### src/verilog/port_pkg.sv
// constants and types shared by the port pin control block
package port_pkg;

  // configuration write targets
  typedef enum logic [3:0] {
    CFG_LATCH0 = 4'h0,
    CFG_DIR0 = 4'h1,
    CFG_PU0 = 4'h2,
    CFG_RT_LOW = 4'h3,
    CFG_RT_HIGH = 4'h4,
    CFG_RT_CTRL = 4'h5,
    CFG_LATCH1 = 4'h6,
    CFG_DIR1 = 4'h7,
    CFG_PU1 = 4'h8,
    CFG_FSEL1 = 4'h9,
    CFG_PU2 = 4'ha,
    CFG_EDGE0 = 4'hb,
    CFG_SYNC1_MODE = 4'hc
  } cfg_sel_t;

  // values after reset; direction bit 1 means input
  localparam logic [7:0] DIR_RST = 8'hff;
  localparam logic [7:0] PU_RST = 8'h00;
  localparam logic [7:0] FSEL_RST = 8'h00;
  localparam logic [3:0] RT_OUTPUT_CONTROL_REG_RST = 4'h0;
  localparam logic [3:0] RT_BUF_RST = 4'h0;
  localparam logic [5:0] PU2_RST = 6'h00;
  localparam logic [7:0] EDGE_RST = 8'h00;
  localparam logic [7:0] SYNC1_MODE_RST = 8'h00;

  // real-time output control fields
  localparam int RT_OUTPUT_CONTROL_REG_EN_LOW = 0;
  localparam int RT_OUTPUT_CONTROL_REG_EN_HIGH = 1;
  localparam int RT_OUTPUT_CONTROL_REG_MODE8 = 2;
  localparam int RT_OUTPUT_CONTROL_REG_EXT_TRIG = 3;

  // port 1 alternate pins
  localparam int P1_SYNC2_SERIAL_CLOCK_BIT = 2;
  localparam int P1_UART2_RECEIVE_IN_BIT = 3;
  localparam int P1_UART2_TRANSMIT_OUT_BIT = 4;

  // port 2 pins
  localparam int P2_NMI_BIT = 0;
  localparam int P2_IRQ0_BIT = 1;
  localparam int P2_PU_LSB = 2;
  localparam int P2_IRQ3_BIT = 4;
  localparam int P2_IRQ4_BIT = 5;
  localparam int P2_IRQ5_BIT = 6;
  localparam int P2_SI0_BIT = 7;

  // edge register: bit 0 high selects rising edge on the nmi pin
  localparam int EDGE_NMI_RISE = 0;

  // sync serial 1 mode: enable bit and clock select field
  localparam int SYNC1_EN_BIT = 7;
  localparam logic [1:0] SYNC1_CLK_EXT = 2'b00;

endpackage : port_pkg

### src/verilog/port2_sync_if.sv
// carries port 2 raw pin levels and their synchronised copies
interface port2_sync_if;
  logic [7:0] raw;
  logic [7:0] synced;
  modport sync_side (input raw, output synced);
  modport user_side (output raw, input synced);
endinterface : port2_sync_if

### src/verilog/port_pins.sv
// pin control for ports 0, 1 and 2
// Summary of operation
// - port 0 is eight bidirectional pins, each driven from its stored latch.
// - each port 0 pin direction comes from its port 0 direction bit.
// - every port 0 pin has a software switchable pull-up.
// - buffer nibbles move to port 0 low/high pins on trigger, 4 or 8 bits.
// - real-time control enables buffer-to-latch nibble transfers and picks their trigger.
// - reset makes port 0 all inputs; latch contents are not cleared.
// - port 1 is eight bidirectional pins, per-pin direction and pull-ups.
// - port 1 pin 2 serves serial channel 2 clock when its select bit is set.
// - port 1 pin 3 feeds serial channel 2 receive data when selected.
// - port 1 pin 4 is driven by serial channel 2 transmit data when selected.
// - pins 2-4 are plain port pins when unselected; others always are.
// - reset makes port 1 all inputs; latch contents are not cleared.
// - port 2 is eight input pins also feeding control inputs; pin 5 can also output.
// - only port 2 pins 2-7 have switchable pull-ups.
// - port 2 pin 5 drives serial 1 clock when its mode enables it.
// - port 2 pin 1 feeds irq 0, timer 1 capture and clock, rt trigger.
// - port 2 pin 4 feeds irq 3, timer 0 capture and count clock.
// - port 2 pin 5 feeds irq 4, uart 0 baud clock, serial 1 clock.
// - port 2 pin 6 feeds irq 5 and the converter start trigger.
// - port 2 reads return the pin level two clocks late; reset clears them to 0.
// - the nmi pin is accepted whatever the interrupt enable state.
// - software picks rising or falling edge detection for the nmi pin.
module port_pins (
  input wire logic clk,
  input wire logic rst,
  input wire logic cfg_wr,
  input wire port_pkg::cfg_sel_t cfg_addr,
  input wire logic [7:0] cfg_wdata,
  input wire logic rt_trig_low,
  input wire logic rt_trig_high,
  input wire logic [7:0] p0_in,
  output logic [7:0] p0_out,
  output logic [7:0] p0_oe,
  output logic [7:0] p0_pullup_en,
  output logic [7:0] p0_read,
  input wire logic [7:0] p1_in,
  output logic [7:0] p1_out,
  output logic [7:0] p1_oe,
  output logic [7:0] p1_pullup_en,
  output logic [7:0] p1_read,
  input wire logic sync2_clock_out,
  input wire logic sync2_clock_oe,
  input wire logic uart2_transmit_out,
  output logic sync2_serial_clock,
  output logic uart2_receive_in,
  input wire logic [7:0] p2_in,
  output logic [7:0] p2_pullup_en,
  output logic [7:0] p2_read,
  output logic p2_5_out,
  output logic p2_5_oe,
  input wire logic sync1_clock_out,
  output logic nmi_req,
  output logic [5:0] ext_irq_in,
  output logic timer1_capture_trig,
  output logic timer1_count_clock,
  output logic rt_ext_trig,
  output logic timer2_capture_trig,
  output logic timer2_ext_clock_in,
  output logic timer0_capture_trig,
  output logic timer0_count_clock,
  output logic uart0_baud_clock_in,
  output logic sync1_serial_clock,
  output logic adc_ext_trig,
  output logic sync0_data_in
);
  import port_pkg::*;

  typedef struct packed {
    logic [7:0] latch0;
    logic [7:0] dir0;
    logic [7:0] pu0;
    logic [3:0] rt_buffer_low;
    logic [3:0] rt_buffer_high;
    logic [3:0] rt_ctrl;
    logic [7:0] latch1;
    logic [7:0] dir1;
    logic [7:0] pu1;
    logic [7:0] fsel1;
    logic [5:0] pu2;
    logic [7:0] edge0;
    logic [7:0] sync1_mode;
    logic nmi_prev;
    logic irq0_prev;
    logic nmi_pulse;
  } port_state_t;

  port_state_t q;
  port_state_t d;
  logic [7:0] p2s;
  logic ext_edge;
  logic trig_lo;
  logic trig_hi;

  port2_sync_if sif ();

  assign sif.raw = p2_in;
  assign p2s = sif.synced;

  port2_sync port2_sync_inst (
    .clk(clk),
    .rst(rst),
    .sif(sif)
  );

  // real-time trigger selection
  always_comb
  begin
    ext_edge = p2s[P2_IRQ0_BIT] & ~q.irq0_prev;
    trig_lo = q.rt_ctrl[RT_OUTPUT_CONTROL_REG_EXT_TRIG] ? ext_edge : rt_trig_low;
    trig_hi = q.rt_ctrl[RT_OUTPUT_CONTROL_REG_MODE8] ? trig_lo :
      (q.rt_ctrl[RT_OUTPUT_CONTROL_REG_EXT_TRIG] ? ext_edge : rt_trig_high);
  end

  always_comb
  begin
    d = q;
    if (cfg_wr)
    begin
      case (cfg_addr)
        CFG_LATCH0: d.latch0 = cfg_wdata;
        CFG_DIR0: d.dir0 = cfg_wdata;
        CFG_PU0: d.pu0 = cfg_wdata;
        CFG_RT_LOW: d.rt_buffer_low = cfg_wdata[3:0];
        CFG_RT_HIGH: d.rt_buffer_high = cfg_wdata[3:0];
        CFG_RT_CTRL: d.rt_ctrl = cfg_wdata[3:0];
        CFG_LATCH1: d.latch1 = cfg_wdata;
        CFG_DIR1: d.dir1 = cfg_wdata;
        CFG_PU1: d.pu1 = cfg_wdata;
        CFG_FSEL1: d.fsel1 = cfg_wdata;
        CFG_PU2: d.pu2 = cfg_wdata[7:2];
        CFG_EDGE0: d.edge0 = cfg_wdata;
        CFG_SYNC1_MODE: d.sync1_mode = cfg_wdata;
        default: d = q;
      endcase
    end
    // timed transfer wins over a software latch write
    if (q.rt_ctrl[RT_OUTPUT_CONTROL_REG_EN_LOW] && trig_lo)
    begin
      d.latch0[3:0] = q.rt_buffer_low;
    end
    if (q.rt_ctrl[RT_OUTPUT_CONTROL_REG_EN_HIGH] && trig_hi)
    begin
      d.latch0[7:4] = q.rt_buffer_high;
    end
    d.nmi_prev = p2s[P2_NMI_BIT];
    d.irq0_prev = p2s[P2_IRQ0_BIT];
    // nmi edge, never gated by any interrupt enable
    d.nmi_pulse = q.edge0[EDGE_NMI_RISE] ? (p2s[P2_NMI_BIT] & ~q.nmi_prev) :
      (~p2s[P2_NMI_BIT] & q.nmi_prev);
  end

  // latches keep their contents through reset
  always_ff @(posedge clk or posedge rst)
  begin
    if (rst)
    begin
      q.dir0 <= DIR_RST;
      q.pu0 <= PU_RST;
      q.rt_buffer_low <= RT_BUF_RST;
      q.rt_buffer_high <= RT_BUF_RST;
      q.rt_ctrl <= RT_OUTPUT_CONTROL_REG_RST;
      q.dir1 <= DIR_RST;
      q.pu1 <= PU_RST;
      q.fsel1 <= FSEL_RST;
      q.pu2 <= PU2_RST;
      q.edge0 <= EDGE_RST;
      q.sync1_mode <= SYNC1_MODE_RST;
      q.nmi_prev <= 1'b0;
      q.irq0_prev <= 1'b0;
      q.nmi_pulse <= 1'b0;
    end
    else
    begin
      q <= d;
    end
  end

  // port 0 pins
  assign p0_out = q.latch0;
  assign p0_oe = ~q.dir0;
  assign p0_pullup_en = q.pu0 & q.dir0;
  assign p0_read = (q.latch0 & ~q.dir0) | (p0_in & q.dir0);

  // port 1 pins with serial channel 2 alternates
  always_comb
  begin
    p1_out = q.latch1;
    p1_oe = ~q.dir1;
    if (q.fsel1[P1_SYNC2_SERIAL_CLOCK_BIT])
    begin
      p1_out[P1_SYNC2_SERIAL_CLOCK_BIT] = sync2_clock_out;
      p1_oe[P1_SYNC2_SERIAL_CLOCK_BIT] = sync2_clock_oe;
    end
    if (q.fsel1[P1_UART2_RECEIVE_IN_BIT])
    begin
      p1_oe[P1_UART2_RECEIVE_IN_BIT] = 1'b0;
    end
    if (q.fsel1[P1_UART2_TRANSMIT_OUT_BIT])
    begin
      p1_out[P1_UART2_TRANSMIT_OUT_BIT] = uart2_transmit_out;
      p1_oe[P1_UART2_TRANSMIT_OUT_BIT] = 1'b1;
    end
  end

  assign p1_pullup_en = q.pu1 & ~p1_oe;
  assign p1_read = (q.latch1 & ~q.dir1) | (p1_in & q.dir1);
  assign sync2_serial_clock = q.fsel1[P1_SYNC2_SERIAL_CLOCK_BIT] & p1_in[P1_SYNC2_SERIAL_CLOCK_BIT];
  assign uart2_receive_in = ~q.fsel1[P1_UART2_RECEIVE_IN_BIT] | p1_in[P1_UART2_RECEIVE_IN_BIT];

  // port 2 pins and their consumers
  assign p2_pullup_en = {q.pu2, 2'b00};
  assign p2_read = p2s;
  assign p2_5_oe = q.sync1_mode[SYNC1_EN_BIT] &
    (q.sync1_mode[1:0] != SYNC1_CLK_EXT);
  assign p2_5_out = sync1_clock_out;
  assign nmi_req = q.nmi_pulse;
  assign ext_irq_in = p2s[P2_IRQ5_BIT:P2_IRQ0_BIT];
  assign timer1_capture_trig = p2s[P2_IRQ0_BIT];
  assign timer1_count_clock = p2s[P2_IRQ0_BIT];
  assign rt_ext_trig = p2s[P2_IRQ0_BIT];
  assign timer2_capture_trig = p2s[2];
  assign timer2_ext_clock_in = p2s[3];
  assign timer0_capture_trig = p2s[P2_IRQ3_BIT];
  assign timer0_count_clock = p2s[P2_IRQ3_BIT];
  assign uart0_baud_clock_in = p2s[P2_IRQ4_BIT];
  assign sync1_serial_clock = p2_5_oe ? sync1_clock_out : p2s[P2_IRQ4_BIT];
  assign adc_ext_trig = p2s[P2_IRQ5_BIT];
  assign sync0_data_in = p2s[P2_SI0_BIT];
endmodule : port_pins

### src/verilog/port2_sync.sv
// two-stage synchroniser for the port 2 inputs
module port2_sync (
  input wire logic clk,
  input wire logic rst,
  port2_sync_if.sync_side sif
);
  import port_pkg::*;

  typedef struct packed {
    logic [7:0] stage1;
    logic [7:0] stage2;
  } sync_state_t;

  sync_state_t q;
  sync_state_t d;

  always_comb
  begin
    d.stage1 = sif.raw;
    d.stage2 = q.stage1;
  end

  always_ff @(posedge clk or posedge rst)
  begin
    if (rst)
    begin
      q <= '0;
    end
    else
    begin
      q <= d;
    end
  end

  assign sif.synced = q.stage2;

endmodule : port2_sync

### config.mk
export PLATFORM = sky130hd
export DESIGN_NAME = port_pins
export DESIGN_NICKNAME = d
export VERILOG_FILES = /design/src/verilog/port_pkg.sv /design/src/verilog/port2_sync_if.sv /design/src/verilog/port_pins.sv /design/src/verilog/port2_sync.sv
export SDC_FILE = /design/constraint.sdc
export NUM_CORES = 1
export LEC_CHECK = 0
export BUFFER_PORTS_ARGS = -buffer_cell sky130_fd_sc_hd__buf_2
export CORE_AREA = 2 2 95 97
export DETAILED_ROUTE_END_ITERATION = 12
export DIE_AREA = 0 0 97 99
export PLACE_DENSITY = 0.85
export SYNTH_ARGS = -nofsm -noshare
export SYNTH_HDL_FRONTEND = slang
export SYNTH_SLANG_ARGS = --single-unit
### constraint.sdc
create_clock -name clk -period 3.6 [get_ports clk]
set_input_delay 1.08 -clock clk [delete_from_list [all_inputs] [get_ports clk]]
set_output_delay 1.08 -clock clk [all_outputs]
set_load 0.005 [all_outputs]
==> impl_metrics.toml, run 1 <==
[routing]
postRouteAntennaNets = 0
drc = 0
wirelength_met1_mm = 3.71
avgViaCountPerCell = 5.02
highest_layer = "met4"
routedWlPerCell_um = 16.3
drt_wl_total_mm = 8.78
dr.pass1.iters = 6
vias = 2706
wl_met2_mm = 4.34
drt-initial-drc-count = 62
wl_met3_um = 593

[die]
rows = 34
die_w_um = 97
initial_core_util_pct = 49.0
die_y_um = 99
core_um2 = 8550
pin_count = 147
die-area_um2 = 9600

[cts]
clk_latency_ns = 0.35
cts_resized = 0
cts_buffers = 9
cts_tree = "built"
post_cts_buffers = 0
hold_buffers = 0
clkSlewWorstSetupHoldPaths_ns = 0.08
root_buffer = "clkbuf_8"
clock-sinks = 92
clockBufferDepth = 2
cts_htree_levels = 3

[pwr]
switching_share_pct = 27.5
irDropWorstVdd_uv = 200
seqPwrFrac_pct = 54.3
leakage_nw = 2.40
switching_power_uw = 698
clockPowerShare_pct = 23.6
pwr-share-comb_pct = 22.1
cellPowerDensity_nw_per_um2 = 517
intPower_mw = 1.84

[worst_setup_path]
max_stage_delay_ns = 0.15
required_ns = 2.52
cpMaxStageDelayCell = "nor2b_1"
cp_cell_sequence = "buf_2 > nand2_1 > o21ai_0 > nor2b_1 > buf_2"
critPathKind = "in2out"
worstSetupEndpointType = "primary output"
crit_path_frequent_cell = "buf_2"
cp-start-kind = "primary input"
cp.arrival_ns = 1.62
path_max_fanout = 2
reg2reg_setup_slack_ns = 1.63

[synthesis]
synth_edf_count = 16
synth_seq_cells = 92
synth_cell_types = 36
netlist_area_um2 = 4190
yosysTopAreaCellShare_pct = 35.8
synth_area_leaders = "dfrtp_1, mux2_2, edfxtp_1"
yosysTopAreaCell = "dfrtp_1"
synth_flop_cell = "dfrtp_1"
yosysSeqAreaShare_pct = 57.3
post_synth.cell_area_avg_um2 = 13.3
ys_async_sr_fraction_pct = 82.6
yosysWarningCount = 0
syn_inst = 314

[sta]
hold_violations = 0
slew_viol_final = 0
rsz0062_at_grt = "no"
hold_slack_ns = 0.356
worst_slew_margin_rel_pct = 36.6
setup_viol = 0
fmax_ghz = 0.371
fin_tns_setup_ns = 0
fin_crit_ns = 2.70
skew_ns = 0.00937
tightest_slew_ns = 0.939
fin_crit_sh_pct = 74.9

[global_route]
grt_max_degree = 47
grt_pass1_vias = 2748
antenna_found_initial = 0
grt_pass1_wl_mm = 14.0
grt.overflow.total = 0
track_usage_pct = 18.8

[layout]
multi_input_area_um2 = 1370
regArea_um2 = 2400
fillers = 733
syn2layout_area_growth_pct = 17.1
fin_area_um2 = 4910
nets = 471
final_util_pct = 57.4
diodes = 0
drive_gt1_share_pct = 58.0

[placed_design]
port_buffers = 144
dp_hpwl_mm = 6.46
placed_cell_area_um2 = 4740
gp_congestion = 0.886

[min_path]
hold_class = "reg2reg"

[run_status]
run_status = "finished clean"

[flow_run]
maxCapViolations = 0
-- worst paths after layout --
check                      cells past startpoint                            end                 start
setup / recovery                               5                p1_pullup_en[2]        sync2_clock_oe
hold / removal                                 0  port2_sync_inst.sif.synced[5]  port2_sync_inst.d[5]
setup reg to reg                               3                      p0_out[7]                 q[58]
hold reg to reg                                0  port2_sync_inst.sif.synced[5]  port2_sync_inst.d[5]
max in group asynchronous                      3                           q[1]                   rst
min in group asynchronous                      2                          q[63]                   rst
-- power by group through the flow --
stage	Sequential [mW]	Combinational (mW)	Clock (mW)
5_1_grt	1.41	0.618	0.672
3_5_place_dp	1.40	0.570	0
2_1_floorplan	1.36	0.385	0
4_1_cts	1.38	0.572	0.617
3_3_place_gp	1.39	0.549	0
6_report	1.38	0.562	0.599
-- placed cells by master, fill, tap and decap left out, types with 3 or more instances in the layout --
cell      synthesis  final
mux2i_1          13     13
nor2b_1           5      5
inv_1            24     23
and2_1           14     14
buf_4            41      3
nand3b_1          3      3
mux2_2           58     58
buf_2             2    144
clkbuf_8          0      9
nand2_1          10     10
dfrtp_1          60     60
dfstp_2          16     16
nor2_1            6      6
mux2_4            8      8
edfxtp_1         16     16
nand2b_1          8      8
o32ai_1           4      4
-- cell families (layout without fill, tap and decap cells) --
group                  count (synthesis)  in the layout  share of synthesized area, %
AO/OA/AOI/OAI                         11             11                          1.94
other                                  1              2                        0.0895
AND/OR/NAND/NOR                       58             58                          8.24
multiplexers                          81             81                          22.1
buffers and inverters                 71            187                          10.3
flip-flops                            92             92                          57.3
-- cells in the mapped netlist, drive strengths merged, types with 2 or more instances --
master	number
dfrtp	60
nor3	2
edfxtp	16
nand3b	3
nand3	2
nand2	11
nor3b	2
and2	14
mux2i	13
dfstp	16
o32ai	4
o21ai	2
mux2	68
nor2b	5
nand2b	8
inv	24
nor2	7
buf	47
-- area by class of cell --
class | count | share of cell area, %
repair buffers | 147 | 15.1
clock inverters | 6 | 0.841
clock buffers | 10 | 2.60
multi-input cells | 152 | 27.8
inverters | 24 | 1.86
flip-flops and latches | 92 | 49.0
well taps | 108 | 2.75
-- state kept, by name, indices dropped and copies added, names as in the netlist --
register,cells
nmi_req,1
p0_out,8
p1_out,6
p2_pullup_en,6
port2_sync_inst.d,8
port2_sync_inst.sif.synced,8
q,55
-- critical path: cells and delay by family --
| kind | cells | cell delay [ns] |
|---|---|---|
| buffers and inverters | 2 | 0.22 |
| AND/OR/NAND/NOR | 2 | 0.20 |
| AO/OA/AOI/OAI | 1 | 0.11 |
-- per-stage QoR --
step	total power [mW]	setup slack, ns	cells
6_report	2.54	0.903	539
5_1_grt	2.70	0.821	539
4_1_cts	2.57	0.906	539
3_5_place_dp	1.97	0.910	523
3_3_place_gp	1.94	0.969	523
2_1_floorplan	1.75	0.194	315
-- metal layers --
layer | GRT usage (%) | vias up
met4 | 8.34 | 0
li1 | - | 1250
met1 | 23.9 | 1327
met3 | 4.04 | 12
met2 | 31.1 | 117
met5 | 0 | -
Power figures use the tool's default switching activity.
==> run 2, diff against run 1 <==
clock period = 2.8 ns   (was 3.6 ns; I/O delays follow)
==> impl_metrics.toml, run 2 (synthesized netlist as in run 1, its figures left out) <==
[run_status]
run_status = "finished clean"

[layout]
diodes = 0
nets = 475
final_cell_mix = "buf_2, dfrtp_1, mux2_2, inv_1"
largest_reg_flops = 55
fillers = 722
syn2layout_area_growth_pct = 18.4
drive_gt1_share_pct = 58.4
multi_input_area_um2 = 1370
final_common_cell = "buf_2"
regArea_um2 = 2400
regMostFlops = "q"
fin_area_um2 = 4960

[die]
rows = 34
pin_count = 147
die_y_um = 99
core_um2 = 8550
die_w_um = 97
initial_core_util_pct = 49.0
die-area_um2 = 9600

[worst_setup_path]
crit_path_frequent_cell = "buf_2"
cp.arrival_ns = 1.36
cp_cell_sequence = "buf_2 > nand2_1 > o21ai_0 > nor2b_1 > buf_2"
max_stage_delay_ns = 0.14
cpMaxStageDelayCell = "nor2b_1"
critPathKind = "in2out"
worst_r2r_path_depth = 3
cp-start-kind = "primary input"
path_max_fanout = 2
required_ns = 1.96
worstSetupEndpointType = "primary output"

[pwr]
clockPowerShare_pct = 24.9
p_total_mw = 3.33
intPower_mw = 2.45
leakage_nw = 2.43
seqPwrFrac_pct = 53.2
switching_power_uw = 880
pwr-share-comb_pct = 21.9
cellPowerDensity_nw_per_um2 = 671
irDropWorstVdd_uv = 386
switching_share_pct = 26.4

[routing]
drt-initial-drc-count = 121
routedWlPerCell_um = 15.6
dr.pass1.iters = 4
vias = 2681
drt_wl_total_mm = 8.49
avgViaCountPerCell = 4.94
drc = 0
postRouteAntennaNets = 0

[sta]
fin_crit_sh_pct = 78.5
fin_crit_ns = 2.20
worst_slew_margin_rel_pct = 35.5
hold_slack_ns = 0.352
slew_viol_final = 0
hold_violations = 0
fmax_ghz = 0.455
setup_viol = 0
tightest_slew_ns = 0.955
rsz0062_at_grt = "no"
fin_tns_setup_ns = 0
skew_ns = 0.0103
setup_ws_ns = 0.601

[cts]
clock-sinks = 92
cts_tree = "built"
hold_buffers = 0
cts_htree_levels = 3
clockBufferDepth = 2
root_buffer = "clkbuf_8"
cts_resized = 0
cts_buffers = 9
clkSlewWorstSetupHoldPaths_ns = 0.09
post_cts_buffers = 0
clk_latency_ns = 0.35

[placed_design]
dp_hpwl_mm = 6.45
placed_cell_area_um2 = 4770
gp_congestion = 0.857
pre_cts_ws_ns = 0.442
port_buffers = 144

[min_path]
hold_class = "reg2reg"
min_path_cells = 0

[global_route]
grt_pass1_vias = 2770
grt_max_degree = 50
antenna_found_initial = 0
grt_pass1_wl_mm = 13.8
grt.overflow.total = 0
track_usage_pct = 18.4

[flow_run]
maxCapViolations = 0
[run 2: changes by cell type in the layout (fill, tap and decap cells not counted), sizes merged]
cell	change
clkinvlp	-1
clkbuf	+4
buf	+4
clkinv	-3
[run 2: metrics by stage]
step	utilization, %	cells
after floorplan	-	315
after global placement	55.8	527
after detailed placement	55.8	527
after CTS	58.0	543
after global routing	58.0	543
final	58.0	543
[run 2: layer usage]
metal  vias to the layer above  track usage [%]  part of all wire, %
met5                         -                0                    0
met4                         0             5.63                  1.7
met3                        12             5.18                  6.2
met2                       103             30.8                   49
met1                      1305             23.3                   43
li1                       1261                -                    -
[run 2: critical path, delay by kind of cell]
| kind | cells | cell delay (ns) |
|---|---|---|
| buf+inv | 2 | 0.22 |
| compound gates | 1 | 0.11 |
| simple gates | 2 | 0.20 |
[run 2: final timing paths]
check                                          start                       endpoint  slack [ns]
worst min register to register  port2_sync_inst.d[4]  port2_sync_inst.sif.synced[4]        0.35
max in group asynchronous                        rst  port2_sync_inst.sif.synced[5]        1.64
worst max-delay path                  sync2_clock_oe                p1_pullup_en[2]        0.60
min in group asynchronous                        rst                          q[27]        0.65
worst min-delay path            port2_sync_inst.d[4]  port2_sync_inst.sif.synced[4]        0.35
worst max register to register                 q[58]                      p0_out[6]        0.89
[run 2: power by group through the flow]
stage	registers, mW	logic (mW)	clock network, mW
finish	1.77	0.729	0.830
global route	1.81	0.805	0.915
CTS	1.77	0.741	0.851
detailed placement	1.80	0.738	0
global placement	1.79	0.712	0
floorplan	1.75	0.496	0
[run 2: area by class of cell]
type	instances	area share, %
clock buffers	14	3.48
clock inverters	2	0.353
inverters	24	1.89
multi-input cells	152	27.5
flip-flops and latches	92	48.4
well taps	108	2.72
repair buffers	151	15.6
==> run 3, diff against run 2 <==
clock period = 2.3 ns   (was 2.8 ns; I/O delays follow)
==> impl_metrics.toml, run 3 (synthesized netlist as in run 1, its figures left out) <==
[pwr]
irDropWorstVdd_uv = 451
leakage_nw = 2.46
cellPowerDensity_nw_per_um2 = 815

[layout]
syn2layout_area_growth_pct = 19.7
final_cell_mix = "buf_2, dfrtp_1, mux2_2, inv_1"
regMostFlops = "q"
largest_reg_flops = 55
diodes = 0
nets = 479
regArea_um2 = 2400
fillers = 719
multi_input_area_um2 = 1370
drive_gt1_share_pct = 59.2
final_common_cell = "buf_2"

[die]
die-area_um2 = 9600
core_um2 = 8550
rows = 34
die_y_um = 99
die_w_um = 97
initial_core_util_pct = 49.0
pin_count = 147

[run_status]
run_status = "finished clean"

[cts]
clockBufferDepth = 2
cts_buffers = 9
clkSlewWorstSetupHoldPaths_ns = 0.09
root_buffer = "clkbuf_8"
hold_buffers = 0
clk_latency_ns = 0.36
clock-sinks = 92
post_cts_buffers = 0
cts_tree = "built"
cts_resized = 0
cts_htree_levels = 3

[placed_design]
port_buffers = 144
gp_congestion = 0.861
dp_hpwl_mm = 6.26

[global_route]
grt_pass1_vias = 2678
antenna_found_initial = 0
grtUsageMet2_pct = 30.3
grt_use_met3_pct = 5.60
top_usage_layer = "met2"
track_usage_pct = 17.8
grt_max_degree = 77
grt_pass1_wl_mm = 13.3
grt.overflow.total = 0
met1_usage_pct = 21.4

[worst_setup_path]
path_max_fanout = 4
cp.arrival_ns = 1.39
cp-start-kind = "flip-flop"
rr_startpoint = "q[59]"
critPathKind = "reg2out"
worstSetupEndpointType = "primary output"
startpoint = "q[78]"
required_ns = 1.61

[routing]
dr.pass1.iters = 4
drc = 0
routedWlPerCell_um = 15.5
vias = 2702
drt-initial-drc-count = 131
drt_wl_total_mm = 8.50
postRouteAntennaNets = 0
avgViaCountPerCell = 4.94

[sta]
fin_crit_ns = 2.08
skew_ns = 0.00318
rsz0062_at_grt = "no"
hold_violations = 0
fin_crit_sh_pct = 90.3
fin_tns_setup_ns = 0
fmax_ghz = 0.482
hold_slack_ns = 0.352
slew_viol_final = 0
worst_slew_margin_rel_pct = 63.0
tightest_slew_ns = 0.556
setup_viol = 0

[min_path]
hold_class = "reg2reg"
hp-start = "port2_sync_inst.d[4]"

[flow_run]
maxCapViolations = 0
run 3: changes by cell type in the layout (fill, tap and decap cells not counted), sizes merged:
cell / delta
clkinvlp: +1
buf: +4
clkbuf: -3
inv: +1
clkinv: +1
run 3: per-stage QoR:
| step | util (%) | cell area, um2 | setup slack (ns) | power, mW | cells |
|---|---|---|---|---|---|
| 5_1_grt | 58.6 | 5010 | 0.175 | 4.31 | 547 |
| 2_1_floorplan | - | 4200 | -0.0510 | 2.73 | 315 |
| 6_report | 58.6 | 5010 | 0.224 | 4.09 | 547 |
| 3_5_place_dp | 56.4 | 4820 | 0.228 | 3.09 | 531 |
| 4_1_cts | 58.6 | 5010 | 0.202 | 4.14 | 547 |
| 3_3_place_gp | 56.4 | 4820 | 0.300 | 3.05 | 531 |
run 3: metal layers:
layer | share of wire (%) | vias up | routed length, um
met5 | 0 | - | 0
li1 | - | 1260 | -
met3 | 7.2 | 10 | 616
met1 | 41 | 1329 | 3480
met2 | 51 | 103 | 4300
met4 | 1.3 | 0 | 113
run 3: report_power, final:
group / switching [mW] / total (mW) / internal (mW)
clock: 0.570 / 1.04 / 0.468
combinational: 0.364 / 0.887 / 0.523
sequential: 0.184 / 2.16 / 1.98
run 3: layout make-up:
type | count | area share [%]
flip-flops and latches | 92 | 47.9
multi-input cells | 152 | 27.4
repair buffers | 155 | 16.3
clock buffers | 11 | 3.04
well taps | 108 | 2.70
inverters | 24 | 1.87
clock inverters | 5 | 0.849
run 3: critical path, stage by stage, from the launching register on:
cell     delay (ns)
dfstp_2        0.57
mux2_2         0.33
buf_2          0.12
run 3: path summary, 6_finish.rpt:
path                                                      end  slack [ns]  cells after the start
worst max-delay path                               p0_read[1]        0.22                      2
worst min-delay path            port2_sync_inst.sif.synced[4]        0.35                      0
worst max register to register                      p0_out[6]        0.75                      4
worst min register to register  port2_sync_inst.sif.synced[4]        0.35                      0
max in group asynchronous                               q[42]        1.46                      3
min in group asynchronous                               q[38]        0.50                      3
